File: config.mk
export PLATFORM = sky130hd
export DESIGN_NAME = tlsr_top
export DESIGN_NICKNAME = d
export VERILOG_FILES = /design/src/tlsr_pkg.sv /design/src/tlsr_conv.sv /design/src/tlsr_top.sv
export SDC_FILE = /design/constraint.sdc
export NUM_CORES = 1
export LEC_CHECK = 0
export ABC_AREA = 1
export BUFFER_PORTS_ARGS = -buffer_cell sky130_fd_sc_hd__buf_2
export CAP_MARGIN = 20
export CELL_PAD_IN_SITES_DETAIL_PLACEMENT = 1
export CELL_PAD_IN_SITES_GLOBAL_PLACEMENT = 1
export CORE_ASPECT_RATIO = 1.1
export CORE_MARGIN = 2
export CORE_UTILIZATION = 46
export CTS_CLUSTER_DIAMETER = 60
export DETAILED_ROUTE_END_ITERATION = 6
export HOLD_SLACK_MARGIN = 0.08
export PLACE_DENSITY = 0.87
export SYNTH_ARGS = -nofsm -noshare
export SYNTH_HDL_FRONTEND = slang
export SYNTH_SLANG_ARGS = --single-unit
File: constraint.sdc
create_clock -name i_clk -period 4.7 [get_ports i_clk]
set_input_delay 0.705 -clock i_clk [delete_from_list [all_inputs] [get_ports i_clk]]
set_output_delay 0.705 -clock i_clk [all_outputs]
set_load 0.005 [all_outputs]
File: src/tlsr_pkg.sv
// shared constants and carriers for the limit and status register block
// assumes a 25 MHz system clock and a two-wire host bus sampled on it
package tlsr_pkg;

  // register pointers
  localparam logic [7:0] REG_CAPABILITY = 8'h00;
  localparam logic [7:0] REG_UPPER = 8'h02;
  localparam logic [7:0] REG_LOWER = 8'h03;
  localparam logic [7:0] REG_CRIT = 8'h04;
  localparam logic [7:0] REG_TEMP = 8'h05;
  localparam logic [7:0] REG_MAKER = 8'h06;
  localparam logic [7:0] REG_PART = 8'h07;
  localparam logic [7:0] REG_RES = 8'h08;

  // field layout and reset values
  localparam logic [15:0] LIMIT_RST = 16'h0000;
  localparam logic [15:0] LIMIT_MASK = 16'h1FFC;
  localparam logic [4:0] RES_RST = 5'h0F;
  localparam logic [12:0] RES_MASK_0P5 = 13'h1FF8;
  localparam logic [12:0] RES_MASK_0P25 = 13'h1FFC;
  localparam logic [12:0] RES_MASK_0P125 = 13'h1FFE;
  localparam logic [12:0] RES_MASK_0P0625 = 13'h1FFF;

  // identity words, values arbitrary
  localparam logic [15:0] MAKER_ID_DEF = 16'h0A5C;
  localparam logic [15:0] PART_ID_DEF = 16'h7101;
  // fixed upper address bits, value arbitrary
  localparam logic [3:0] DEV_ADDR_HI = 4'h3;

  // hysteresis in quarter-degree steps
  localparam logic signed [11:0] BAND_WIDTH_SELECT_OFF = 12'h000;
  localparam logic signed [11:0] BAND_WIDTH_SELECT_1P5 = 12'h006;
  localparam logic signed [11:0] BAND_WIDTH_SELECT_3 = 12'h00C;
  localparam logic signed [11:0] BAND_WIDTH_SELECT_6 = 12'h018;

  // conversion period: strictly under the longest conversion time
  localparam int CLK_HZ = 25_000_000;
  localparam int CONV_TIME_MS = 100;
  localparam int CONV_CYCLES_DEF = CONV_TIME_MS * (CLK_HZ / 1000) - 1;

  typedef enum logic [2:0]
  {
    ST_IDLE = 3'b000,
    ST_RECV = 3'b001,
    ST_ACK = 3'b010,
    ST_SEND = 3'b011,
    ST_MACK = 3'b100
  } tlsr_bus_st_t;

  typedef enum logic [1:0]
  {
    PH_ADDR = 2'b00,
    PH_PTR = 2'b01,
    PH_MSB = 2'b10,
    PH_LSB = 2'b11
  } tlsr_phase_t;

  // loose control bits held outside this block
  typedef struct packed {
    logic critical_limit_lock;
    logic window_limit_lock;
    logic [1:0] band_width_select;
    logic shutdown;
    logic alarm_enable;
  } tlsr_ctrl_t;

  // one finished conversion
  typedef struct packed {
    logic done;
    logic [12:0] code;
  } tlsr_sample_t;

endpackage : tlsr_pkg

File: src/tlsr_conv.sv
// conversion pacer: latches the converter code once per period
// assumes i_temp_code is on the i_clk domain, 0.0625 degree steps
`timescale 1ns/100ps
module tlsr_conv
  import tlsr_pkg::*;
#(
  parameter int CONV_CYCLES = CONV_CYCLES_DEF
)
(
  input wire logic i_clk,
  input wire logic i_rst,
  input wire logic i_shutdown,
  input wire logic [12:0] i_temp_code,
  output tlsr_sample_t o_sample
);

  typedef struct packed {
    logic [21:0] cnt;
    tlsr_sample_t smp;
  } tlsr_conv_st_t;

  tlsr_conv_st_t s_r;
  tlsr_conv_st_t s_nxt;

  // counter stays parked in shutdown so no sample is produced
  always_comb
  begin
    s_nxt = s_r;
    s_nxt.smp.done = 1'b0;
    if (i_shutdown)
    begin
      s_nxt.cnt = 22'h000000;
    end
    else if (s_r.cnt == 22'(CONV_CYCLES - 1))
    begin
      s_nxt.cnt = 22'h000000;
      s_nxt.smp.done = 1'b1;
      s_nxt.smp.code = i_temp_code;
    end
    else
    begin
      s_nxt.cnt = s_r.cnt + 22'h000001;
    end
  end

  always_ff @(posedge i_clk)
  begin
    if (i_rst)
      s_r <= '0;
    else
      s_r <= s_nxt;
  end

  assign o_sample = s_r.smp;
endmodule : tlsr_conv

File: src/tlsr_top.sv
// limit, status and identity registers of the temperature sensor
// assumes scl, sda and address straps are asynchronous pins; the
// converter code and the control bits come from logic on i_clk
//
// How it works
// - lower limit at 03: sign bit 12, bits 11..2, others zero, reset zero
// - window event pulses on falling below lower minus band and again on rising back to lower limit
// - window lock makes the lower limit ignore writes
// - critical limit at 04, same encoding, resets to zero
// - alarm held while any of bits 15, 14 or 13 is set
// - critical lock makes the critical limit ignore writes
// - read-only temperature word at 05, two's complement, 0.0625 finest step
// - fraction bits finer than the selected resolution read zero
// - bit 15 set above critical, clears at critical minus band
// - bit 14 set above upper limit, clears at or below upper minus band
// - bit 13 set below lower minus band, clears at or above lower limit
// - fixed maker identifier word at 06
// - fixed word at 07: part type high byte, revision low byte
// - writable resolution register at 08, resets to 000F
// - bits 4-3 pick 0.5, 0.25, 0.125 or 0.0625 degree steps
// - resolution and bits 2-0 mirrored into the capability word
// - every conversion finishes in under 100 ms
// - three low address bits come from the select-address pins
// - band 00 off, 01 1.5, 10 3, 11 6 degrees on falling temperature
// - comparisons use only bits 12 through 2
// - lock bits clear only at reset; writing zero keeps them
`timescale 1ns/100ps
module tlsr_top
  import tlsr_pkg::*;
#(
  parameter int CONV_CYCLES = CONV_CYCLES_DEF,
  parameter logic [15:0] MAKER_ID = MAKER_ID_DEF,
  parameter logic [15:0] PART_ID = PART_ID_DEF
)
(
  input wire logic i_clk,
  input wire logic i_rst,
  input wire logic i_scl,
  input wire logic i_sda,
  input wire logic [2:0] i_select_addr,
  input wire logic [12:0] i_temp_code,
  input tlsr_ctrl_t i_ctrl,
  output logic o_sda,
  output logic o_sda_oe_n,
  output logic o_alarm,
  output logic o_window_event
);

  typedef struct packed {
    logic scl_m;
    logic scl_s;
    logic scl_d;
    logic sda_m;
    logic sda_s;
    logic sda_d;
    logic [2:0] sa_m;
    logic [2:0] sa_s;
    tlsr_bus_st_t st;
    tlsr_phase_t ph;
    logic [3:0] bitc;
    logic [7:0] sh;
    logic [7:0] rdw;
    logic [7:0] wmsb;
    logic [7:0] ptr;
    logic rw;
    logic nack;
    logic sda_oe_n;
    logic sda_o;
    logic [15:0] upper_lim;
    logic [15:0] low_lim;
    logic [15:0] crit_lim;
    logic [4:0] res;
    logic [12:0] raw;
    logic crit_flag;
    logic high_flag;
    logic low_flag;
    logic crit_lock;
    logic win_lock;
    logic alarm;
    logic evt;
  } tlsr_state_t;

  tlsr_state_t s_r;
  tlsr_state_t s_nxt;
  tlsr_sample_t smp;
  logic signed [11:0] t_w;
  logic signed [11:0] up_w;
  logic signed [11:0] lo_w;
  logic signed [11:0] cr_w;
  logic signed [11:0] h_w;
  logic [12:0] res_mask;
  logic [15:0] rd_w;
  logic conv_ok;

  // converter pacing lives in its own small block
  tlsr_conv #(
    .CONV_CYCLES(CONV_CYCLES)
  ) u_conv (
    .i_clk(i_clk),
    .i_rst(i_rst),
    .i_shutdown(i_ctrl.shutdown),
    .i_temp_code(i_temp_code),
    .o_sample(smp)
  );

  // comparison operands in quarter degrees, finer bits dropped
  assign t_w = {smp.code[12], smp.code[12:2]};
  assign up_w = {s_r.upper_lim[12], s_r.upper_lim[12:2]};
  assign lo_w = {s_r.low_lim[12], s_r.low_lim[12:2]};
  assign cr_w = {s_r.crit_lim[12], s_r.crit_lim[12:2]};
  assign conv_ok = smp.done & ~i_ctrl.shutdown;

  // band width and resolution decode
  always_comb
  begin
    case (i_ctrl.band_width_select)
      2'b01: h_w = BAND_WIDTH_SELECT_1P5;
      2'b10: h_w = BAND_WIDTH_SELECT_3;
      2'b11: h_w = BAND_WIDTH_SELECT_6;
      default: h_w = BAND_WIDTH_SELECT_OFF;
    endcase
    case (s_r.res[4:3])
      2'b00: res_mask = RES_MASK_0P5;
      2'b01: res_mask = RES_MASK_0P25;
      2'b10: res_mask = RES_MASK_0P125;
      default: res_mask = RES_MASK_0P0625;
    endcase
  end

  // read mux; the reading is masked at read time so a resolution
  // change takes effect without waiting for the next conversion
  always_comb
  begin
    case (s_r.ptr)
      REG_CAPABILITY: rd_w = {11'h000, s_r.res};
      REG_UPPER: rd_w = s_r.upper_lim;
      REG_LOWER: rd_w = s_r.low_lim;
      REG_CRIT: rd_w = s_r.crit_lim;
      REG_TEMP: rd_w = {s_r.crit_flag, s_r.high_flag, s_r.low_flag,
                        s_r.raw & res_mask};
      REG_MAKER: rd_w = MAKER_ID;
      REG_PART: rd_w = PART_ID;
      REG_RES: rd_w = {11'h000, s_r.res};
      default: rd_w = 16'h0000;
    endcase
  end

  // next state: synchronisers, bus engine, registers, flags, alarm
  always_comb
  begin
    s_nxt = s_r;
    s_nxt.evt = 1'b0;
    s_nxt.sda_o = 1'b0;
    s_nxt.scl_m = i_scl;
    s_nxt.scl_s = s_r.scl_m;
    s_nxt.scl_d = s_r.scl_s;
    s_nxt.sda_m = i_sda;
    s_nxt.sda_s = s_r.sda_m;
    s_nxt.sda_d = s_r.sda_s;
    s_nxt.sa_m = i_select_addr;
    s_nxt.sa_s = s_r.sa_m;
    // locks only ever accumulate; reset is the sole way out
    s_nxt.crit_lock = s_r.crit_lock | i_ctrl.critical_limit_lock;
    s_nxt.win_lock = s_r.win_lock | i_ctrl.window_limit_lock;

    // start and stop win over any bit activity
    if (s_r.scl_s && s_r.scl_d && s_r.sda_d && !s_r.sda_s)
    begin
      s_nxt.st = ST_RECV;
      s_nxt.ph = PH_ADDR;
      s_nxt.bitc = 4'h0;
      s_nxt.sda_oe_n = 1'b1;
    end
    else if (s_r.scl_s && s_r.scl_d && !s_r.sda_d && s_r.sda_s)
    begin
      s_nxt.st = ST_IDLE;
      s_nxt.sda_oe_n = 1'b1;
    end
    else if (s_r.scl_s && !s_r.scl_d)
    begin
      // rising clock: sample
      case (s_r.st)
        ST_RECV:
        begin
          s_nxt.sh = {s_r.sh[6:0], s_r.sda_s};
          s_nxt.bitc = s_r.bitc + 4'h1;
        end
        ST_SEND: s_nxt.bitc = s_r.bitc + 4'h1;
        ST_MACK: s_nxt.nack = s_r.sda_s;
        default: s_nxt.bitc = s_r.bitc;
      endcase
    end
    else if (!s_r.scl_s && s_r.scl_d)
    begin
      // falling clock: drive and advance
      case (s_r.st)
        ST_RECV:
        begin
          if (s_r.bitc == 4'h8)
          begin
            s_nxt.sda_oe_n = 1'b0;
            s_nxt.st = ST_ACK;
            case (s_r.ph)
              PH_ADDR:
              begin
                if (s_r.sh[7:1] != {DEV_ADDR_HI, s_r.sa_s})
                begin
                  s_nxt.sda_oe_n = 1'b1;
                  s_nxt.st = ST_IDLE;
                end
                s_nxt.rw = s_r.sh[0];
              end
              PH_PTR: s_nxt.ptr = s_r.sh;
              PH_MSB: s_nxt.wmsb = s_r.sh;
              default:
              begin
                // word complete: locked limits silently keep their value
                case (s_r.ptr)
                  REG_UPPER:
                    if (!s_nxt.win_lock)
                      s_nxt.upper_lim = {s_r.wmsb, s_r.sh} & LIMIT_MASK;
                  REG_LOWER:
                    if (!s_nxt.win_lock)
                      s_nxt.low_lim = {s_r.wmsb, s_r.sh} & LIMIT_MASK;
                  REG_CRIT:
                    if (!s_nxt.crit_lock)
                      s_nxt.crit_lim = {s_r.wmsb, s_r.sh} & LIMIT_MASK;
                  REG_RES: s_nxt.res = s_r.sh[4:0];
                  default: s_nxt.res = s_r.res;
                endcase
              end
            endcase
          end
        end
        ST_ACK:
        begin
          s_nxt.sda_oe_n = 1'b1;
          s_nxt.bitc = 4'h0;
          s_nxt.st = ST_RECV;
          case (s_r.ph)
            PH_ADDR:
            begin
              if (s_r.rw)
              begin
                // word is snapshotted so both bytes belong together
                s_nxt.st = ST_SEND;
                s_nxt.ph = PH_MSB;
                s_nxt.sh = rd_w[15:8];
                s_nxt.rdw = rd_w[7:0];
                s_nxt.sda_oe_n = rd_w[15];
              end
              else
                s_nxt.ph = PH_PTR;
            end
            PH_PTR: s_nxt.ph = PH_MSB;
            PH_MSB: s_nxt.ph = PH_LSB;
            default: s_nxt.ph = PH_MSB;
          endcase
        end
        ST_SEND:
        begin
          if (s_r.bitc == 4'h8)
          begin
            s_nxt.sda_oe_n = 1'b1;
            s_nxt.st = ST_MACK;
          end
          else
          begin
            s_nxt.sh = {s_r.sh[6:0], 1'b0};
            s_nxt.sda_oe_n = s_r.sh[6];
          end
        end
        ST_MACK:
        begin
          s_nxt.bitc = 4'h0;
          if (s_r.nack)
            s_nxt.st = ST_IDLE;
          else if (s_r.ph == PH_MSB)
          begin
            s_nxt.st = ST_SEND;
            s_nxt.ph = PH_LSB;
            s_nxt.sh = s_r.rdw;
            s_nxt.sda_oe_n = s_r.rdw[7];
          end
          else
          begin
            s_nxt.st = ST_SEND;
            s_nxt.ph = PH_MSB;
            s_nxt.sh = rd_w[15:8];
            s_nxt.rdw = rd_w[7:0];
            s_nxt.sda_oe_n = rd_w[15];
          end
        end
        default: s_nxt.sda_oe_n = 1'b1;
      endcase
    end

    // flag evaluation once per finished conversion
    if (conv_ok)
    begin
      s_nxt.raw = smp.code;
      if (t_w > cr_w)
        s_nxt.crit_flag = 1'b1;
      else if (t_w <= cr_w - h_w)
        s_nxt.crit_flag = 1'b0;
      if (t_w > up_w)
        s_nxt.high_flag = 1'b1;
      else if (t_w <= up_w - h_w)
        s_nxt.high_flag = 1'b0;
      if (t_w < lo_w - h_w)
        s_nxt.low_flag = 1'b1;
      else if (t_w >= lo_w)
        s_nxt.low_flag = 1'b0;
    end
    // comparator-style alarm plus a pulse on each lower-window crossing
    s_nxt.alarm = i_ctrl.alarm_enable &
                  (s_nxt.crit_flag | s_nxt.high_flag | s_nxt.low_flag);
    s_nxt.evt = i_ctrl.alarm_enable & (s_nxt.low_flag ^ s_r.low_flag);
  end

  always_ff @(posedge i_clk)
  begin
    if (i_rst)
    begin
      s_r <= '0;
      s_r.scl_m <= 1'b1;
      s_r.scl_s <= 1'b1;
      s_r.scl_d <= 1'b1;
      s_r.sda_m <= 1'b1;
      s_r.sda_s <= 1'b1;
      s_r.sda_d <= 1'b1;
      s_r.sda_oe_n <= 1'b1;
      s_r.upper_lim <= LIMIT_RST;
      s_r.low_lim <= LIMIT_RST;
      s_r.crit_lim <= LIMIT_RST;
      s_r.res <= RES_RST;
    end
    else
      s_r <= s_nxt;
  end

  assign o_sda = s_r.sda_o;
  assign o_sda_oe_n = s_r.sda_oe_n;
  assign o_alarm = s_r.alarm;
  assign o_window_event = s_r.evt;
endmodule : tlsr_top

* After elaboration in Yosys (flattened, before gate mapping) *
Index checks and enable logic that the tools add are counted.

cells by class
  reduce and logical (&&, ||, !) cells = 44
  muxes and demuxes = 71
  add/sub/neg operators = 5
  order comparisons = 6
  bitwise operators = 16
  equal/unequal tests = 37

operator list
  operator                                       number
  two-way mux 16 bit                             13
  case mux 16 bit (7 select lines)               1
  two-way mux 40 bit                             2
  two-way mux 8 bit                              6
  AND reduction 9 bit                            5
  subtractor 11 x 6 -> 12 bit                    3
  two-way mux 17 bit                             2
  == test 8 x 3 -> 1 bit, second input constant  4
  two-way mux 25 bit                             1
  <= comparator 11 x 12 -> 1 bit                 2
  case mux 8 bit (3 select lines)                1
  adder 22 x 1 -> 22 bit, second input constant  1
  == test 22 bit, second input constant          1
  > comparator 11 bit                            2
  AND reduction 7 bit                            3
  two-way mux 5 bit                              4
  two-way mux 1 bit                              19
  two-way mux 3 bit                              6
  != test 6 bit, second input constant           3
  == test 8 x 2 -> 1 bit, second input constant  2
  case mux 8 bit (2 select lines)                1
  case mux 5 bit (3 select lines)                1
  AND reduction 5 bit                            3
  two-way mux 14 bit                             1
  other kinds (45)                               92

storage, ports and cells
  input bits = 26
  word-level logic and storage cells = 214
  output and inout bits = 4
  bits in registers = 151

* Depth between registers and ports, before layout *
  word-level depth = 16
  depth in mapped cells = 26
  gate-level depth less buffers = 26

* Hierarchy *
A second synthesis with hierarchy kept.

second synthesis, totals
  cell total of the unflattened synthesis = 1342
  area total of the unflattened synthesis = 9377.7 um^2

modules (own cells, without submodules)
  module     seq. area each (um^2)  times used  area each (um^2)  cells each
  tlsr_top   2222.1                 1           7407.1            1044
  tlsr_conv  720.7                  1           1970.6            298

* Least setup slack after synthesis *
OpenSTA, ideal clock, no wires.

  path type = input port to flip-flop
  start = input i_ctrl[2] (netlist name)
  end = register s_r, in the netlist o_window_event
  stages on the path = 23
  path slack = 1.037 ns
  data required time = 4.586 ns
  library setup time = 0.114 ns
  data arrival time = 3.549 ns
  path buffers = 0
  path through = inv_1 -> ha_1 -> inv_1 -> ha_1 -> nand2_1 -> nor2_1 -> a211oi_1 -> o21ai_0 -> nor3_1 -> nand3_1 -> xor2_1 -> ha_1 -> nand2_1 -> nor2_1 -> nand4_1 -> a21oi_1 -> nor2_1 -> nand2_1 -> nand2_1 -> nor2_1 -> nand2_1 -> a21oi_1 -> nor2_1

between the ends
  word-level cells in the longest chain between the ends = 8
  elaborated cells on any way between the ends = 10
  classes of those cells = add/sub: 1; order compare: 1; eq/ne: 3; mux: 3; bitwise: 2

ends and longest elaborated chain
  what                                                     line             text
  start, declared                                          tlsr_top.sv:42   input tlsr_ctrl_t i_ctrl,
  == test 2 bit or == test 2 x 1 -> 1 bit (tied branches)  tlsr_top.sv:116  case (i_ctrl.band_width_select)
  case mux 5 bit (3 select lines) (*)                      tlsr_top.sv:116
  subtractor 11 x 6 -> 12 bit (*)                          tlsr_top.sv:310  if (t_w < lo_w - h_w)
  less-than comparator 11 x 12 -> 1 bit (*)                tlsr_top.sv:310
  two-way mux 1 bit (*)                                    tlsr_top.sv:310
  two-way mux 3 bit (*)                                    tlsr_top.sv:299  if (conv_ok)
  XOR 1 bit (*)                                            tlsr_top.sv:318  s_nxt.evt = i_ctrl.alarm_enable & (s_nxt.low_flag ^ s_r.low_flag);
  bitwise AND 1 bit (*)                                    tlsr_top.sv:318
  end signal, assigned                                     tlsr_top.sv:339  s_r <= s_nxt;
  end, declared                                            tlsr_top.sv:83   tlsr_state_t s_r;

Mark *: on every way between the ends. The rest lies on a longest branch, timed or not.
A chain may end at the register's enable or synchronous reset.

* Final worst setup path *
  start = input i_ctrl[2] (netlist name)
  end = register s_r, in the netlist o_alarm

between the ends
  word-level cells in the longest chain between the ends = 10
  elaborated cells on any way between the ends = 19
  classes of those cells = add/sub: 3; order compare: 3; eq/ne: 3; mux: 7; bitwise: 3

ends and longest elaborated chain
  what                                                     line                              text
  == test 2 bit or == test 2 x 1 -> 1 bit (tied branches)  tlsr_top.sv:116
  case mux 5 bit (3 select lines) (*)                      tlsr_top.sv:116
  subtractor 11 x 6 -> 12 bit (on tied branches)           tlsr_top.sv:304, tlsr_top.sv:308
  <= comparator 11 x 12 -> 1 bit (on tied branches)        tlsr_top.sv:304, tlsr_top.sv:308
  two-way mux 1 bit (on tied branches)                     tlsr_top.sv:304, tlsr_top.sv:308
  two-way mux 1 bit (on tied branches)                     tlsr_top.sv:302, tlsr_top.sv:306
  two-way mux 3 bit (*)                                    tlsr_top.sv:299
  bitwise OR 1 bit                                         tlsr_top.sv:317                   (s_nxt.crit_flag | s_nxt.high_flag | s_nxt.low_flag);
  bitwise OR 1 bit (*)                                     tlsr_top.sv:317
  bitwise AND 1 bit (*)                                    tlsr_top.sv:316                   s_nxt.alarm = i_ctrl.alarm_enable &

Marks and branches as above.

==> results.md <==
- Outcome: completed
- Commonest non-fill, non-tap cell in the layout: nand2_1
- Initial drt markers: 461
- Post-cts hold buffer count: 0
- Sequential power share: 45.7%
- Initial antenna violation count: 0
- Synth Instances: 1,238
- Post-CTS Setup Bufs: 0
- First-pass GRT wire length: 46.13 mm
- Ant. Diodes: 0
- Placeable Area: 19,160 um^2
- Buf/Inv on CP: 3
- Die Ht: 150.7 um
- Area growth from synthesis to layout: 9.861%
- CP Capture Type: flip-flop
- CP delay by family, top: simple AND/OR/NAND/NOR gates
- Portion of total power attributed to the clock network: 47.3%
- Vias in the first global route: 8,948
- Crit path DAT: 4.34 ns
- CP peak stage delay: 0.34 ns
- Via count: 8,656
- Slew headroom: 34.10%
- Die area: 20,690 um^2
- Period minus WS final: 4.027 ns
- MaxCap Viol Count: 0
- Worst path most repeated cell: nand2_1
- Layout cells sized above 1: 9.213%
- CTS tree: done
- Total nets after synthesis: 1,357
- Area after DPL: 9314 um^2
- Worst setup margin: 0.6726 ns
- Critical path fanouts, max: 4
- Final setup fails: 0
- Seq/Total Area, Yosys: 32.71%
- Post-DP HPWL: 21.47 mm
- Worst-Skew Late Latency: 0.44 ns
- Sw power: 0.7037 mW
- Clock buffer count from CTS: 17
- Antenna viol nets, final: 0
- Final Hold Vio Count: 0
- Fin Clk Skew: 0.01026 ns
- P_int: 2.056 mW
- Pleak: 4.358 nW
- Required time of the critical path: 5.01 ns
- Global route overflow: 0
- CTS root buffer: clkbuf_16
- Via density: 5.706
- Post-cts sizing count: 0
- Slowest cell on crit path: ha_1
- Pin count of the biggest net entering global routing: 63
- Slew Viols, Final: 0
- RSZ-0062 raised after global routing: false
- Class of the worst hold path: flip-flop to flip-flop
- Number of port buffers: 28
- YS warnings: 0
- Critical path launch point type: input pin
- Synth cell types: 55
- Synthesis-stage register bit count: 147
- Seq. cell area: 2943 um^2
- Post-route core utilization: 51.57%
- Post-Place Worst Slack: 0.2666 ns
- Mean Syn Cell Area: 7.267 um^2
- Maximum vdd drop: 0.0001813 V
- Most frequent cells in the layout: nand2_1 (194), inv_1 (152), dfxtp_1 (147), nor2_1 (131), a21oi_1 (116)
- Die width: 137.3 um
- Fin area: 9883 um^2
- Synth Cell Area: 8996 um^2
- Slew @ Worst Pin: 0.9885 ns
- I/O pin cnt: 30
- Clock-pin slew on the worst setup and hold paths: 0.06 ns
- Post-route DRC: 0
- Fillers: 2,515
- DR WL/cell: 19.05 um
- Clock buffer depth: 2
- All-Layer GR Usage: 29.19%
- Logic pwr share: 6.9%
- PwrDens: 279.3 nW/um^2
- Routed Wire Length: 28.90 mm
- Crit Path Class: input pin to flip-flop
- Final period util: 85.69%
- TritonRoute pass-1 iters: 5
- Clk sinks: 147
- Row count: 53
- Final #Nets: 1,376
- Area of the multi-input gates: 5269 um^2
- Sw frac: 25.49%
- Setup TNS: 0 ns
- Initial Util: 46.94%
- GP Congestion: 0.9090
- FMAX: 248.3 MHz
- H-tree depth reported by CTS: 4
routing by layer:
| metal | share of wire, % | track usage (%) |
|---|---|---|
| met1 | 42 | 34.24 |
| met2 | 50 | 51.29 |
| met3 | 4.3 | 5.152 |
| met4 | 4.5 | 13.66 |
| met5 | 0 | 0 |
cell type report:
| cell class | count | share of cell area, % |
|---|---|---|
| sequential | 147 | 29.78 |
| clock inverter | 14 | 1.304 |
| clock buffer | 18 | 4.342 |
| timing repair buffer | 32 | 1.760 |
| inverter | 168 | 6.381 |
| tap | 247 | 3.127 |
| multi-input combinational | 891 | 53.31 |
tightest hold or removal path, stage by stage (launching register included):
cell and delay [ns]:
dfxtp_1 0.29, inv_1 0.04, nor2_1 0.03
flip-flops by register name (all words and copies together), names as in the netlist:
| register | flops |
|---|---|
| o_window_event | 1 |
| u_conv.s_r | 22 |
| cr_w | 11 |
| o_alarm | 1 |
| o_sda_oe_n | 1 |
| lo_w | 11 |
| s_r | 79 |
| s_nxt | 7 |
| u_conv.o_sample | 14 |
per-stage QoR:
step,hold WS (ns),total power [mW],instances
finish,0.3990,2.760,1517
global route,0.4165,2.852,1517
CTS,0.4047,2.777,1516
detailed placement,0.4036,1.481,1484
global placement,0.3949,1.472,1484
floorplan,0.3883,1.425,1238
Yosys cell counts, drive strengths merged:
library cell,count,share of area [%]
nand2,199,8.4
inv,166,6.9
dfxtp,147,33
nor2,144,6.7
o21ai,123,6.8
a21oi,117,6.6
ha,90,13
nand3,50,2.9
nor3,34,2.4
xor2,23,2.2
clkbuf,18,0.76
nand4,16,1.2
buf,14,0.95
a211oi,13,1.2
xnor2,10,0.97
o211ai,9,0.75
nor4,8,0.96
a31oi,6,0.42
o21a,6,0.50
o22ai,6,0.42
nor3b,5,0.47
or2,5,0.35
o21bai,4,0.33
o221ai,4,0.39
fa,3,0.67
nand3b,3,0.25
a21o,2,0.17
and2,2,0.14
and3,2,0.14
clkinv,2,0.083
o2111ai,2,0.19
a221oi,1,0.097
a32o,1,0.11
a32oi,1,0.097
conb,1,0.042
o211a,1,0.11
logic make-up (layout without fill, tap and decap cells):
kind of cell               Yosys count  after routing  share of synthesized area, %
adders and majority gates           93             93                         13.19
AOI/OAI and AO/OA                  296            296                         18.18
other                                1              1                       0.04168
buffers and inverters              200            232                         8.720
xor gates and xnor gates            33             33                         3.213
DFF                                147            147                         32.71
and+or+nand+nor                    468            468                         23.95
power by group through the flow:
stage	clock network, mW	logic [mW]	registers [mW]
finish	1.31	0.192	1.26
global route	1.37	0.219	1.26
detailed placement	0	0.192	1.29
floorplan	0	0.138	1.29
CTS	1.32	0.194	1.26
global placement	0	0.183	1.29
path summary, 6_finish.rpt:
kind	from	endpoint	slack, ns	depth (start not counted)
setup / recovery	i_ctrl[2]	o_alarm	0.67	25
hold / removal	s_nxt[118]	s_r[118]	0.40	2
hold reg to reg	s_nxt[118]	s_r[118]	0.40	2
setup reg to reg	s_r[60]	o_alarm	1.14	22
(Power assumes the default switching activity.)
